===== config.mk =====
export PLATFORM = sky130hd
export DESIGN_NAME = bsc_top
export DESIGN_NICKNAME = d
export VERILOG_FILES = /design/src/hw/bsc_cond.v /design/src/hw/bsc_axil.v /design/src/hw/bsc_top.v
export VERILOG_INCLUDE_DIRS = /design/src /design/src/hw
export SDC_FILE = /design/constraint.sdc
export NUM_CORES = 1
export LEC_CHECK = 0
export BUFFER_PORTS_ARGS = -buffer_cell sky130_fd_sc_hd__buf_2
export CAP_MARGIN = 15
export CORE_ASPECT_RATIO = 0.6
export CORE_MARGIN = 2
export CORE_UTILIZATION = 45
export DETAILED_ROUTE_END_ITERATION = 8
export PLACE_DENSITY_LB_ADDON = 0.12
export SLEW_MARGIN = 20
export SYNTH_ARGS = -nofsm -noshare
export SYNTH_HDL_FRONTEND = slang
export SYNTH_SLANG_ARGS = --single-unit

===== constraint.sdc =====
create_clock -name aclk -period 3.8 [get_ports aclk]
set_input_delay 0.76 -clock aclk [delete_from_list [all_inputs] [get_ports aclk]]
set_output_delay 0.76 -clock aclk [all_outputs]
set_load 0.005 [all_outputs]

===== src/hw/bsc_regs.vh =====
// constants for the branch and skip condition unit
// How it works
// RL1 - register bit clear skips next instruction
// RL2 - register bit set skips next instruction
// RL3 - I/O bit clear skips next instruction
// RL4 - I/O bit set skips next instruction
// RL5 - flag set: pc plus offset plus one
// RL6 - flag clear: pc plus offset plus one
// RL7 - equal branches when zero flag is one
// RL8 - not equal branches when zero flag zero
// RL9 - carry set or lower branch on carry
// RL10 - carry clear or same-or-higher on no carry
// RL11 - minus branches when negative flag one
// RL12 - plus branches when negative flag zero
// RL13 - signed ge branches when n xor v zero
// RL14 - signed lt branches when n xor v one
// RL15 - half carry set branches when h one
// RL16 - half carry clear branches when h zero
// RL17 - skip takes 1, 2 or 3 cycles
// RL18 - branch 1 or 2 cycles, signed word offset
`ifndef BSC_REGS_VH
`define BSC_REGS_VH
`define BSC_OP_W 5
`define BSC_OP_SKIP_REG_CLR 5'h00
`define BSC_OP_SKIP_REG_SET 5'h01
`define BSC_OP_SKIP_IO_CLR 5'h02
`define BSC_OP_SKIP_IO_SET 5'h03
`define BSC_OP_BR_FLAG_SET 5'h04
`define BSC_OP_BR_FLAG_CLR 5'h05
`define BSC_OP_BR_EQ 5'h06
`define BSC_OP_BR_NE 5'h07
`define BSC_OP_BR_CS 5'h08
`define BSC_OP_BR_CC 5'h09
`define BSC_OP_BR_SH 5'h0a
`define BSC_OP_BR_LO 5'h0b
`define BSC_OP_BR_MI 5'h0c
`define BSC_OP_BR_PL 5'h0d
`define BSC_OP_BR_GE 5'h0e
`define BSC_OP_BR_LT 5'h0f
`define BSC_OP_BR_HS 5'h10
`define BSC_OP_BR_HC 5'h11
`define BSC_FLAG_C 3'h0
`define BSC_FLAG_Z 3'h1
`define BSC_FLAG_N 3'h2
`define BSC_FLAG_V 3'h3
`define BSC_FLAG_H 3'h5
`define BSC_PC_W 16
`define BSC_OFS_W 7
`define BSC_STEP_NEXT 16'h0001
`define BSC_STEP_SKIP1 16'h0002
`define BSC_STEP_SKIP2 16'h0003
`define BSC_CYC_ONE 2'h1
`define BSC_CYC_TWO 2'h2
`define BSC_CYC_THREE 2'h3
`define BSC_A_W 8
`define BSC_A_CTRL 8'h00
`define BSC_A_STAT 8'h04
`define BSC_A_TCNT 8'h08
`define BSC_A_LPC 8'h0c
`define BSC_RESP_OK 2'h0
`define BSC_RESP_SLVERR 2'h2
`define BSC_CTRL_EN 0
`define BSC_CTRL_CLR 1
`define BSC_CTRL_RST 1'b1
`endif


===== src/hw/bsc_cond.v =====
// condition evaluation for skip and branch instructions
`timescale 1ns/10ps
`include "bsc_regs.vh"
module bsc_cond (
  // instruction
  input wire [`BSC_OP_W-1:0] op,
  input wire [2:0] bit_sel,
  // operands
  input wire [7:0] reg_val,
  input wire [7:0] io_val,
  input wire [7:0] status_register,
  // result
  output reg cond,
  output reg is_skip
);
  function pick;
    input [7:0] v;
    input [2:0] i;
    begin
      pick = v[i];
    end
  endfunction
  wire f_c = pick(status_register, `BSC_FLAG_C);
  wire f_z = pick(status_register, `BSC_FLAG_Z);
  wire f_n = pick(status_register, `BSC_FLAG_N);
  wire f_v = pick(status_register, `BSC_FLAG_V);
  wire f_h = pick(status_register, `BSC_FLAG_H);
  always @*
  begin
    is_skip = (op <= `BSC_OP_SKIP_IO_SET);
    case (op)
      `BSC_OP_SKIP_REG_CLR: cond = ~pick(reg_val, bit_sel); // [RL1]
      `BSC_OP_SKIP_REG_SET: cond = pick(reg_val, bit_sel); // [RL2]
      `BSC_OP_SKIP_IO_CLR: cond = ~pick(io_val, bit_sel); // [RL3]
      `BSC_OP_SKIP_IO_SET: cond = pick(io_val, bit_sel); // [RL4]
      `BSC_OP_BR_FLAG_SET: cond = pick(status_register, bit_sel); // [RL5]
      `BSC_OP_BR_FLAG_CLR: cond = ~pick(status_register, bit_sel); // [RL6]
      `BSC_OP_BR_EQ: cond = f_z; // [RL7]
      `BSC_OP_BR_NE: cond = ~f_z; // [RL8]
      `BSC_OP_BR_CS, `BSC_OP_BR_LO: cond = f_c; // [RL9]
      `BSC_OP_BR_CC, `BSC_OP_BR_SH: cond = ~f_c; // [RL10]
      `BSC_OP_BR_MI: cond = f_n; // [RL11]
      `BSC_OP_BR_PL: cond = ~f_n; // [RL12]
      `BSC_OP_BR_GE: cond = ~(f_n ^ f_v); // [RL13]
      `BSC_OP_BR_LT: cond = f_n ^ f_v; // [RL14]
      `BSC_OP_BR_HS: cond = f_h; // [RL15]
      `BSC_OP_BR_HC: cond = ~f_h; // [RL16]
      default: cond = 1'b0;
    endcase
  end
endmodule // bsc_cond


===== src/hw/bsc_axil.v =====
// axi4-lite slave handshake for the unit's registers
`timescale 1ns/10ps
`include "bsc_regs.vh"
module bsc_axil (
  // clock and reset
  input wire aclk,
  input wire aresetn,
  // write channels
  input wire [`BSC_A_W-1:0] awaddr,
  input wire awvalid,
  output reg awready,
  input wire [31:0] wdata,
  input wire [3:0] wstrb,
  input wire wvalid,
  output reg wready,
  output reg [1:0] bresp,
  output reg bvalid,
  input wire bready,
  // read channels
  input wire [`BSC_A_W-1:0] araddr,
  input wire arvalid,
  output reg arready,
  output reg [31:0] rdata,
  output reg [1:0] rresp,
  output reg rvalid,
  input wire rready,
  // register side
  output wire wr_en,
  output reg [`BSC_A_W-1:0] wr_addr,
  output reg [31:0] wr_data,
  output reg [3:0] wr_strb,
  input wire wr_err,
  output wire rd_en,
  output wire [`BSC_A_W-1:0] rd_addr,
  input wire [31:0] rd_data,
  input wire rd_err
);
  // write fires once both halves are held and no response pending
  assign wr_en = ~awready & ~wready & ~bvalid;
  assign rd_en = arvalid & arready;
  assign rd_addr = araddr;
  always @(posedge aclk)
  begin
    if (!aresetn)
    begin
      awready <= 1'b1;
      wready <= 1'b1;
      bvalid <= 1'b0;
      bresp <= `BSC_RESP_OK;
      wr_addr <= {`BSC_A_W{1'b0}};
      wr_data <= 32'h00000000;
      wr_strb <= 4'h0;
      arready <= 1'b1;
      rvalid <= 1'b0;
      rdata <= 32'h00000000;
      rresp <= `BSC_RESP_OK;
    end
    else
    begin
      if (awvalid && awready)
      begin
        awready <= 1'b0;
        wr_addr <= awaddr;
      end
      if (wvalid && wready)
      begin
        wready <= 1'b0;
        wr_data <= wdata;
        wr_strb <= wstrb;
      end
      if (wr_en)
      begin
        bvalid <= 1'b1;
        bresp <= wr_err ? `BSC_RESP_SLVERR : `BSC_RESP_OK;
      end
      if (bvalid && bready)
      begin
        bvalid <= 1'b0;
        awready <= 1'b1;
        wready <= 1'b1;
      end
      if (rd_en)
      begin
        arready <= 1'b0;
        rvalid <= 1'b1;
        rdata <= rd_data;
        rresp <= rd_err ? `BSC_RESP_SLVERR : `BSC_RESP_OK;
      end
      if (rvalid && rready)
      begin
        rvalid <= 1'b0;
        arready <= 1'b1;
      end
    end
  end
endmodule // bsc_axil


===== src/hw/bsc_top.v =====
// branch and skip condition unit: sequencing, pc update and registers
//
// The register offsets and register access over AXI4-Lite are this design's own decisions.
`timescale 1ns/10ps
`include "bsc_regs.vh"
module bsc_top (
  // clock and reset
  input wire aclk,
  input wire aresetn,
  // axi4-lite write address
  input wire [`BSC_A_W-1:0] s_axi_awaddr,
  input wire s_axi_awvalid,
  output wire s_axi_awready,
  // axi4-lite write data
  input wire [31:0] s_axi_wdata,
  input wire [3:0] s_axi_wstrb,
  input wire s_axi_wvalid,
  output wire s_axi_wready,
  // axi4-lite write response
  output wire [1:0] s_axi_bresp,
  output wire s_axi_bvalid,
  input wire s_axi_bready,
  // axi4-lite read address
  input wire [`BSC_A_W-1:0] s_axi_araddr,
  input wire s_axi_arvalid,
  output wire s_axi_arready,
  // axi4-lite read data
  output wire [31:0] s_axi_rdata,
  output wire [1:0] s_axi_rresp,
  output wire s_axi_rvalid,
  input wire s_axi_rready,
  // instruction from decode
  input wire issue_valid,
  input wire [`BSC_OP_W-1:0] issue_op,
  input wire [2:0] bit_sel,
  input wire [`BSC_OFS_W-1:0] offset,
  input wire next_two_word,
  // operands
  input wire [7:0] reg_val,
  input wire [7:0] io_val,
  input wire [7:0] status_register,
  input wire [`BSC_PC_W-1:0] pc_cur,
  // to fetch and pc logic
  output wire issue_ready,
  output wire pc_load,
  output wire [`BSC_PC_W-1:0] pc_target,
  output wire busy,
  output wire taken,
  output wire [1:0] cycles
);
  localparam ST_IDLE = 2'b01;
  localparam ST_WAIT = 2'b10;

  reg [1:0] state_reg;
  reg [1:0] state_next;
  reg [1:0] cnt_reg;
  reg [1:0] cnt_next;
  reg ready_reg;
  reg pc_load_reg;
  reg pc_load_next;
  reg busy_reg;
  reg taken_reg;
  reg taken_next;
  reg [1:0] cycles_reg;
  reg [1:0] cycles_next;
  reg [`BSC_PC_W-1:0] target_reg;
  reg [`BSC_PC_W-1:0] target_next;
  reg [`BSC_PC_W-1:0] hold_reg;
  reg [`BSC_PC_W-1:0] hold_next;
  reg hold_taken_reg;
  reg hold_taken_next;
  reg en_reg;
  reg [31:0] tcnt_reg;
  reg [`BSC_PC_W-1:0] last_pc_reg;

  wire cond;
  wire is_skip;
  wire accept;
  wire wr_en;
  wire [`BSC_A_W-1:0] wr_addr;
  wire [31:0] wr_data;
  wire [3:0] wr_strb;
  wire rd_en;
  wire [`BSC_A_W-1:0] rd_addr;
  reg [31:0] rd_data;
  reg rd_err;
  reg wr_err;
  reg [`BSC_PC_W-1:0] calc_pc;
  reg [1:0] calc_cyc;

  // control register write decode and taken-count events
  wire ctrl_wr = wr_en & (wr_addr == `BSC_A_CTRL) & wr_strb[0];
  wire en_next_w = ctrl_wr ? wr_data[`BSC_CTRL_EN] : en_reg;
  wire cnt_clr = ctrl_wr & wr_data[`BSC_CTRL_CLR];
  wire taken_evt = pc_load_next & taken_next;

  // pc plus a word step; wraps at the top of program space
  function [`BSC_PC_W-1:0] pc_add;
    input [`BSC_PC_W-1:0] base;
    input [`BSC_PC_W-1:0] step;
    begin
      pc_add = base + step;
    end
  endfunction

  // signed word offset widened to the pc width
  function [`BSC_PC_W-1:0] ofs_ext;
    input [`BSC_OFS_W-1:0] k;
    begin
      ofs_ext = {{(`BSC_PC_W-`BSC_OFS_W){k[`BSC_OFS_W-1]}}, k};
    end
  endfunction

  // one cycle fewer on a remaining-cycle count
  function [1:0] cyc_dec;
    input [1:0] c;
    begin
      cyc_dec = c - `BSC_CYC_ONE;
    end
  endfunction

  bsc_cond u_cond (
    .op(issue_op),
    .bit_sel(bit_sel),
    .reg_val(reg_val),
    .io_val(io_val),
    .status_register(status_register),
    .cond(cond),
    .is_skip(is_skip)
  );

  bsc_axil u_axil (
    .aclk(aclk),
    .aresetn(aresetn),
    .awaddr(s_axi_awaddr),
    .awvalid(s_axi_awvalid),
    .awready(s_axi_awready),
    .wdata(s_axi_wdata),
    .wstrb(s_axi_wstrb),
    .wvalid(s_axi_wvalid),
    .wready(s_axi_wready),
    .bresp(s_axi_bresp),
    .bvalid(s_axi_bvalid),
    .bready(s_axi_bready),
    .araddr(s_axi_araddr),
    .arvalid(s_axi_arvalid),
    .arready(s_axi_arready),
    .rdata(s_axi_rdata),
    .rresp(s_axi_rresp),
    .rvalid(s_axi_rvalid),
    .rready(s_axi_rready),
    .wr_en(wr_en),
    .wr_addr(wr_addr),
    .wr_data(wr_data),
    .wr_strb(wr_strb),
    .wr_err(wr_err),
    .rd_en(rd_en),
    .rd_addr(rd_addr),
    .rd_data(rd_data),
    .rd_err(rd_err)
  );

  assign issue_ready = ready_reg;
  assign pc_load = pc_load_reg;
  assign pc_target = target_reg;
  assign busy = busy_reg;
  assign taken = taken_reg;
  assign cycles = cycles_reg;

  assign accept = issue_valid & ready_reg;

  // target pc and cycle count; status flags are only read, never written
  always @*
  begin
    calc_pc = pc_add(pc_cur, `BSC_STEP_NEXT);
    calc_cyc = `BSC_CYC_ONE;
    if (is_skip)
    begin
      if (cond)
      begin
        calc_pc = pc_add(pc_cur, next_two_word ? `BSC_STEP_SKIP2 : `BSC_STEP_SKIP1); // [RL17]
        calc_cyc = next_two_word ? `BSC_CYC_THREE : `BSC_CYC_TWO; // [RL17]
      end
    end
    else if (cond)
    begin
      // offset is a signed word count
      calc_pc = pc_add(pc_add(pc_cur, ofs_ext(offset)), `BSC_STEP_NEXT); // [RL18]
      calc_cyc = `BSC_CYC_TWO; // [RL18]
    end
  end

  // one-hot sequencer: the pc load lands on the last cycle
  always @*
  begin
    state_next = state_reg;
    cnt_next = cnt_reg;
    pc_load_next = 1'b0;
    taken_next = taken_reg;
    cycles_next = cycles_reg;
    target_next = target_reg;
    hold_next = hold_reg;
    hold_taken_next = hold_taken_reg;
    case (state_reg)
      ST_IDLE:
      begin
        if (accept)
        begin
          cycles_next = calc_cyc;
          if (calc_cyc == `BSC_CYC_ONE)
          begin
            pc_load_next = 1'b1;
            target_next = calc_pc;
            taken_next = 1'b0;
          end
          else
          begin
            hold_next = calc_pc;
            hold_taken_next = cond;
            cnt_next = cyc_dec(calc_cyc);
            state_next = ST_WAIT;
          end
        end
      end
      ST_WAIT:
      begin
        cnt_next = cyc_dec(cnt_reg);
        if (cnt_reg == `BSC_CYC_ONE)
        begin
          pc_load_next = 1'b1;
          target_next = hold_reg;
          taken_next = hold_taken_reg;
          state_next = ST_IDLE;
        end
      end
      default:
      begin
        state_next = ST_IDLE;
      end
    endcase
  end

  always @(posedge aclk)
  begin
    if (!aresetn)
    begin
      state_reg <= ST_IDLE;
      cnt_reg <= 2'h0;
      ready_reg <= 1'b0;
      pc_load_reg <= 1'b0;
      busy_reg <= 1'b0;
      taken_reg <= 1'b0;
      cycles_reg <= 2'h0;
      target_reg <= {`BSC_PC_W{1'b0}};
      hold_reg <= {`BSC_PC_W{1'b0}};
      hold_taken_reg <= 1'b0;
    end
    else
    begin
      state_reg <= state_next;
      cnt_reg <= cnt_next;
      ready_reg <= (state_next == ST_IDLE) & en_next_w;
      pc_load_reg <= pc_load_next;
      busy_reg <= (state_next == ST_WAIT);
      taken_reg <= taken_next;
      cycles_reg <= cycles_next;
      target_reg <= target_next;
      hold_reg <= hold_next;
      hold_taken_reg <= hold_taken_next;
    end
  end

  // register file; disable only gates new accepts, work in flight completes

  always @(posedge aclk)
  begin
    if (!aresetn)
    begin
      en_reg <= `BSC_CTRL_RST;
      tcnt_reg <= 32'h00000000;
      last_pc_reg <= {`BSC_PC_W{1'b0}};
    end
    else
    begin
      en_reg <= en_next_w;
      // a taken event in the clear cycle still counts
      if (cnt_clr)
        tcnt_reg <= taken_evt ? 32'h00000001 : 32'h00000000;
      else if (taken_evt)
        tcnt_reg <= tcnt_reg + 32'h00000001;
      if (pc_load_next)
        last_pc_reg <= target_next;
    end
  end

  always @*
  begin
    // only the control register takes writes
    wr_err = ~(wr_addr == `BSC_A_CTRL);
    rd_err = 1'b0;
    rd_data = 32'h00000000;
    // unmapped reads answer with an error and zero data
    case (rd_addr)
      `BSC_A_CTRL: rd_data = {31'h00000000, en_reg};
      `BSC_A_STAT: rd_data = {28'h0000000, cycles_reg, taken_reg, busy_reg};
      `BSC_A_TCNT: rd_data = tcnt_reg;
      `BSC_A_LPC: rd_data = {16'h0000, last_pc_reg};
      default: rd_err = 1'b1;
    endcase
  end
endmodule // bsc_top


==> results of run 1 <==
==> path summary, 6_finish.rpt <==
kind / endpoint / slack, ns
setup / recovery: tcnt_reg[6]$_SDFFE_PN0P_ / 0.33
hold / removal: u_axil.wr_addr[4]$_SDFFE_PN0P_ / 0.45
setup reg to reg: tcnt_reg[28]$_SDFFE_PN0P_ / 0.94
hold reg to reg: u_axil.wr_addr[4]$_SDFFE_PN0P_ / 0.45
==> where the power goes <==
| part | internal [µW] | total [µW] | switching (µW) | leakage (µW) |
|---|---|---|---|---|
| combinational | 378 | 932 | 554 | 0.00235 |
| clock | 1110 | 1730 | 628 | 0.000295 |
| sequential | 1610 | 1690 | 82.3 | 0.00115 |
| total | 3090 | 4350 | 1260 | 0.00380 |
==> synthesized netlist by cell type (3+ instances only) <==
| master | n |
|---|---|
| nand4_1 | 10 |
| a21oi_2 | 3 |
| and3_1 | 15 |
| o21ai_0 | 50 |
| mux4_2 | 7 |
| ha_1 | 22 |
| a222oi_1 | 6 |
| clkbuf_1 | 39 |
| o21a_1 | 10 |
| o31ai_1 | 10 |
| or3_1 | 14 |
| nand2b_1 | 11 |
| a22oi_1 | 20 |
| nor2b_1 | 6 |
| nand3_1 | 53 |
| xor2_1 | 21 |
| xnor2_1 | 26 |
| and2_1 | 9 |
| nand2_1 | 89 |
| buf_6 | 4 |
| or4_1 | 20 |
| mux2i_1 | 23 |
| a221oi_1 | 4 |
| mux2_2 | 5 |
| dfxtp_1 | 142 |
| a31oi_1 | 8 |
| o211ai_1 | 15 |
| nor4_1 | 9 |
| a21oi_1 | 95 |
| o21ai_2 | 4 |
| a211oi_1 | 5 |
| nor3_1 | 16 |
| inv_1 | 15 |
| buf_1 | 8 |
| nor2_1 | 102 |
| buf_2 | 4 |
==> worst max-delay path: cells and delay by family <==
kind	cells	cell delay (ns)
buffers and inverters	2	0.34
muxes	2	1.01
xor gates and xnor gates	1	0.15
AOI/OAI and AO/OA	4	0.89
and+or+nand+nor	2	0.66
==> metrics by stage <==
stage	util, %	TNS (ns)	hold slack (ns)	cells
6_report	56.4	0	0.452	1311
5_1_grt	56.4	0	0.476	1311
2_1_floorplan	-	0	0.431	938
3_3_place_gp	52.7	-1.30	0.439	1281
3_5_place_dp	52.7	-1.30	0.447	1281
4_1_cts	56.4	0	0.454	1311
==> kinds of logic after synthesis <==
group	Yosys count	share of synthesized area [%]
adders and majority gates	23	3.85
muxes	35	5.79
and+or+nand+nor	363	22.7
DFF	142	37.0
buffers and inverters	75	4.37
other	1	0.0489
xor gates and xnor gates	47	5.36
AOI/OAI and AO/OA	251	20.8
==> final cells by class <==
class                           count  share of cell area [%]
Clock buffer                       19                    4.78
Clock inverter                     11                    1.81
Inverter                           17                   0.688
Multi-Input combinational cell    721                    48.6
Sequential cell                   142                    30.6
Tap cell                          228                    3.08
Timing Repair Buffer              173                    10.4
==> metal layers <==
layer / track usage, % / vias to the layer above / wire length [µm]
li1: - / 3683 / -
met5: 0 / - / 0
met4: 5.68 / 0 / 158
met1: 35.3 / 3374 / 11200
met2: 31.3 / 178 / 7990
met3: 5.49 / 16 / 1210
==> flow_metrics.tcl, run 1 <==
set metrics [dict create \
    post-route-min-period_ns 3.47 \
    place_area_um2 8660 \
    place_ws_ns -0.0882 \
    syn_area_per_cell_um2 8.19 \
    crit_path_start "bit_sel[0]" \
    design_area_um2 9280 \
    postCtsSetupBuffers 0 \
    mostFrequentLayoutCell "buf_2" \
    max_freq_ghz 0.288 \
    worstPathCellList "buf_2, mux4_2, mux4_2, xnor2_1, and2_1, a211o_1, o21ai_2, a21boi_4, buf_12, or4_1, a21oi_1" \
    grt_pass1_vias 6669 \
    num_io_pins 179 \
    numPortBuffers 143 \
    slowest_stage "mux4_2" \
    yosys_register_bits 142 \
    die_area_um2 18200 \
    initial_utilization_pct 46.7 \
    worstHoldStart "u_axil.wr_addr[4]$_SDFFE_PN0P_" \
    crit_path_end_kind "flop" \
    overflow 0 \
    row_count 36 \
    multiInputGateArea_um2 4510 \
    vias 7251 \
    cts_buffers 17 \
    nets 1211 \
    grt_max_degree 41 \
    cts_tree "built" \
    fin_crit_sh_pct 91.4 \
    track_usage_pct 22.9 \
    cts_root_buf "clkbuf_16" \
    clock_skew_ns 0.0118 \
    drc 0 \
    htreeDepth 4 \
    status "completed" \
    drt_first_iter_violations 577 \
    drive_above_1_share_pct 21.3 \
    r2r_start "tcnt_reg[3]$_SDFFE_PN0P_" \
    power_leakage_uw 0.00380 \
    ir_worst_vdd_mv 0.227 \
    p_total_uw 4350 \
    cts_resized 0 \
    vias_per_cell 5.53 \
    hold_buffers 0 \
    synth_edf_count 0 \
    wirelength_um 20500 \
    ys_warn_count 0 \
    slew_violations 0 \
    die_width_um 173 \
    criticalPathCategory "input port to flop" \
    core_area_um2 16400 \
    clock_sinks 142 \
    insertion_delay_ns 0.41 \
    synth_top_area_cell "dfxtp_1" \
    worstHoldPathType "flop to flop" \
    cap_violations 0 \
    hold_viol_final 0 \
    synth_area_leaders "dfxtp_1 37%, a21oi_1 6.2%, nor2_1 5.0%" \
    crit_required_ns 4.14 \
    reg2reg_depth 9 \
    worstSetupStartpointType "input port" \
    avgRoutedWirePerCell_um 15.7 \
    synth_area_um2 7680 \
    cp.arrival_ns 3.81 \
    seqCellArea_um2 2840 \
    final_antenna_net_count 0 \
    path_common_cell "mux4_2" \
    tightestPinTransition_ns 0.657 \
    max_slew_margin_pct 55.9 \
    synth_top_area_share_pct 37.0 \
    fill_cells 1562 \
    worst_path_largest_cell_delay_ns 0.53 \
    clkTransAtPathRegs_ns 0.06 \
    synthFlopType "dfxtp_1" \
    dr.pass1.iters 5 \
    grt_pass1_wl_um 33900 \
    gp_congestion 0.828 \
    hpwl_um 15400 \
    die_h_um 105 \
    postSynth.asyncResetShare_pct 0 \
    rsz0062_at_grt "false" \
    powerDensity_nw_per_um2 469 \
    synth_cells 937 \
    antenna_found_initial 0 \
    final_cell_mix "143 x buf_2, 142 x dfxtp_1, 102 x nor2_1" \
    ys_seq_area_share_pct 37.0 \
    path_max_fanout 18 \
    antennaDiodeCount 0 \
    syn2layout_area_growth_pct 20.8 \
    final.setup.worst_slack_ns 0.326 \
    clock_path_buffers 2 \
    setup_viol 0 \
    holdPathStages 2 \
    synth.distinct_cells 64 \
]
Power figures use the tool's default switching activity.
==> run 2: changes to the inputs <==
PLACE_DENSITY_LB_ADDON = 0.3   (was 0.12)
SETUP_SLACK_MARGIN = 0.1   (was unset)
==> flow_metrics.tcl, run 2 (synthesis gave the netlist of run 1 again) <==
set metrics [dict create \
    hold_buffers 0 \
    antennaDiodeCount 0 \
    seqCellArea_um2 2840 \
    final_antenna_net_count 0 \
    worstSetupStartpointType "input port" \
    multiInputGateArea_um2 4510 \
    die_width_um 173 \
    clkTransAtPathRegs_ns 0.06 \
    avgRoutedWirePerCell_um 15.8 \
    drive_above_1_share_pct 21.6 \
    worstPathCellList "buf_2, mux4_2, mux4_2, xnor2_1, and2_1, a21o_2, o21a_1, or3_1, buf_4, a222oi_1, a21oi_1" \
    met3_usage_pct 5.35 \
    path_common_cell "mux4_2" \
    drc 0 \
    slowest_stage "mux4_2" \
    power_leakage_uw 0.00379 \
    row_count 36 \
    syn2layout_area_growth_pct 20.6 \
    crit_family "multiplexers" \
    drt_first_iter_violations 533 \
    hpwl_um 15600 \
    die_area_um2 18200 \
    wirelength_um 20800 \
    track_usage_pct 22.8 \
    busiest_layer "met1" \
    numPortBuffers 143 \
    max_slew_margin_pct 55.5 \
    final.setup.worst_slack_ns 0.330 \
    place_ws_ns -0.0790 \
    overflow 0 \
    die_h_um 105 \
    powerDensity_nw_per_um2 465 \
    setup_viol 0 \
    place_area_um2 8650 \
    design_area_um2 9260 \
    gr-usage-met2_pct 32.4 \
    clock_sinks 142 \
    insertion_delay_ns 0.42 \
    htreeDepth 4 \
    hold_viol_final 0 \
    slew_violations 0 \
    ir_worst_vdd_mv 0.378 \
    path_max_fanout 10 \
    worst_path_largest_cell_delay_ns 0.53 \
    criticalPathCategory "input port to flop" \
    grt_pass1_wl_um 33700 \
    clock_skew_ns 0.00633 \
    nets 1211 \
    gp_congestion 0.854 \
    crit_path_end_kind "flop" \
    core_area_um2 16400 \
    post-route-min-period_ns 3.47 \
    crit_required_ns 4.09 \
    cts_resized 0 \
    grt_max_degree 37 \
    num_io_pins 179 \
    tightestPinTransition_ns 0.663 \
    antenna_found_initial 0 \
    clock_path_buffers 2 \
    cts_root_buf "clkbuf_16" \
    cts_buffers 17 \
    cp.arrival_ns 3.76 \
    status "completed" \
    cp.buffers_inverters 2 \
    mostFrequentLayoutCell "buf_2" \
    cap_violations 0 \
    vias 7407 \
    grt_pass1_vias 6672 \
    final_cell_mix "143 x buf_2, 142 x dfxtp_1, 102 x nor2_1" \
    dr.pass1.iters 7 \
    max_freq_ghz 0.288 \
    grt_use_met1_pct 34.3 \
    worstHoldPathType "flop to flop" \
    fin_crit_sh_pct 91.3 \
    fill_cells 1545 \
    postCtsSetupBuffers 0 \
    rsz0062_at_grt "false" \
    cts_tree "built" \
    vias_per_cell 5.64 \
    initial_utilization_pct 46.7 \
]
==> run 2: cell count changes in the layout (fill, tap and decap cells not counted) <==
cell and delta:
clkinv_4 +2, buf_4 +1, clkbuf_8 +2, clkinv_2 -1
inv_6 +1, clkinvlp_4 +1, bufinv_16 -2, buf_12 -1
clkbuf_1 -1
==> run 2: report_power, final <==
part	switching, µW	leakage (µW)	internal (µW)	total, µW
Sequential	86.2	0.00115	1610	1690
Combinational	563	0.00235	379	942
Clock	648	0.000289	1020	1670
Total	1300	0.00379	3010	4300
==> run 2: per-stage QoR <==
step | util (%) | power (µW) | instances | TNS [ns] | hold slack, ns
2_1_floorplan | - | 2290 | 938 | 0 | 0.431
3_3_place_gp | 52.6 | 2620 | 1281 | -0.394 | 0.440
3_5_place_dp | 52.6 | 2640 | 1281 | -0.959 | 0.445
4_1_cts | 56.3 | 4320 | 1313 | 0 | 0.454
5_1_grt | 56.3 | 4510 | 1313 | 0 | 0.470
6_report | 56.3 | 4300 | 1313 | 0 | 0.449
==> run 2: final timing paths <==
path	startpoint	end	slack, ns	depth (start not counted)
worst max-delay path	bit_sel[0]	last_pc_reg[2]$_SDFFE_PN0P_	0.33	11
worst min-delay path	u_axil.wr_addr[0]$_SDFFE_PN0P_	u_axil.wr_addr[0]$_SDFFE_PN0P_	0.45	2
worst max register to register	tcnt_reg[3]$_SDFFE_PN0P_	tcnt_reg[30]$_SDFFE_PN0P_	0.96	9
worst min register to register	u_axil.wr_addr[0]$_SDFFE_PN0P_	u_axil.wr_addr[0]$_SDFFE_PN0P_	0.45	2
==> run 2: layout make-up <==
| type | instances | share of cell area (%) |
|---|---|---|
| Clock inverter | 12 | 1.47 |
| Tap cell | 228 | 3.08 |
| Inverter | 17 | 0.689 |
| Timing Repair Buffer | 173 | 10.3 |
| Clock buffer | 20 | 5.04 |
| Sequential cell | 142 | 30.7 |
| Multi-Input combinational cell | 721 | 48.7 |
==> run 2: per-layer routing <==
| layer | vias to the layer above | part of all wire, % |
|---|---|---|
| met1 | 3493 | 52 |
| met2 | 206 | 41 |
| met3 | 15 | 5.9 |
| li1 | 3693 | - |
| met5 | - | 0 |
| met4 | 0 | 0.94 |
==> run 2: worst min-delay path, cell delays in order, from the launching register on <==
cell and delay [ns]:
dfxtp_1 0.30, nand2_1 0.05, a21oi_1 0.05
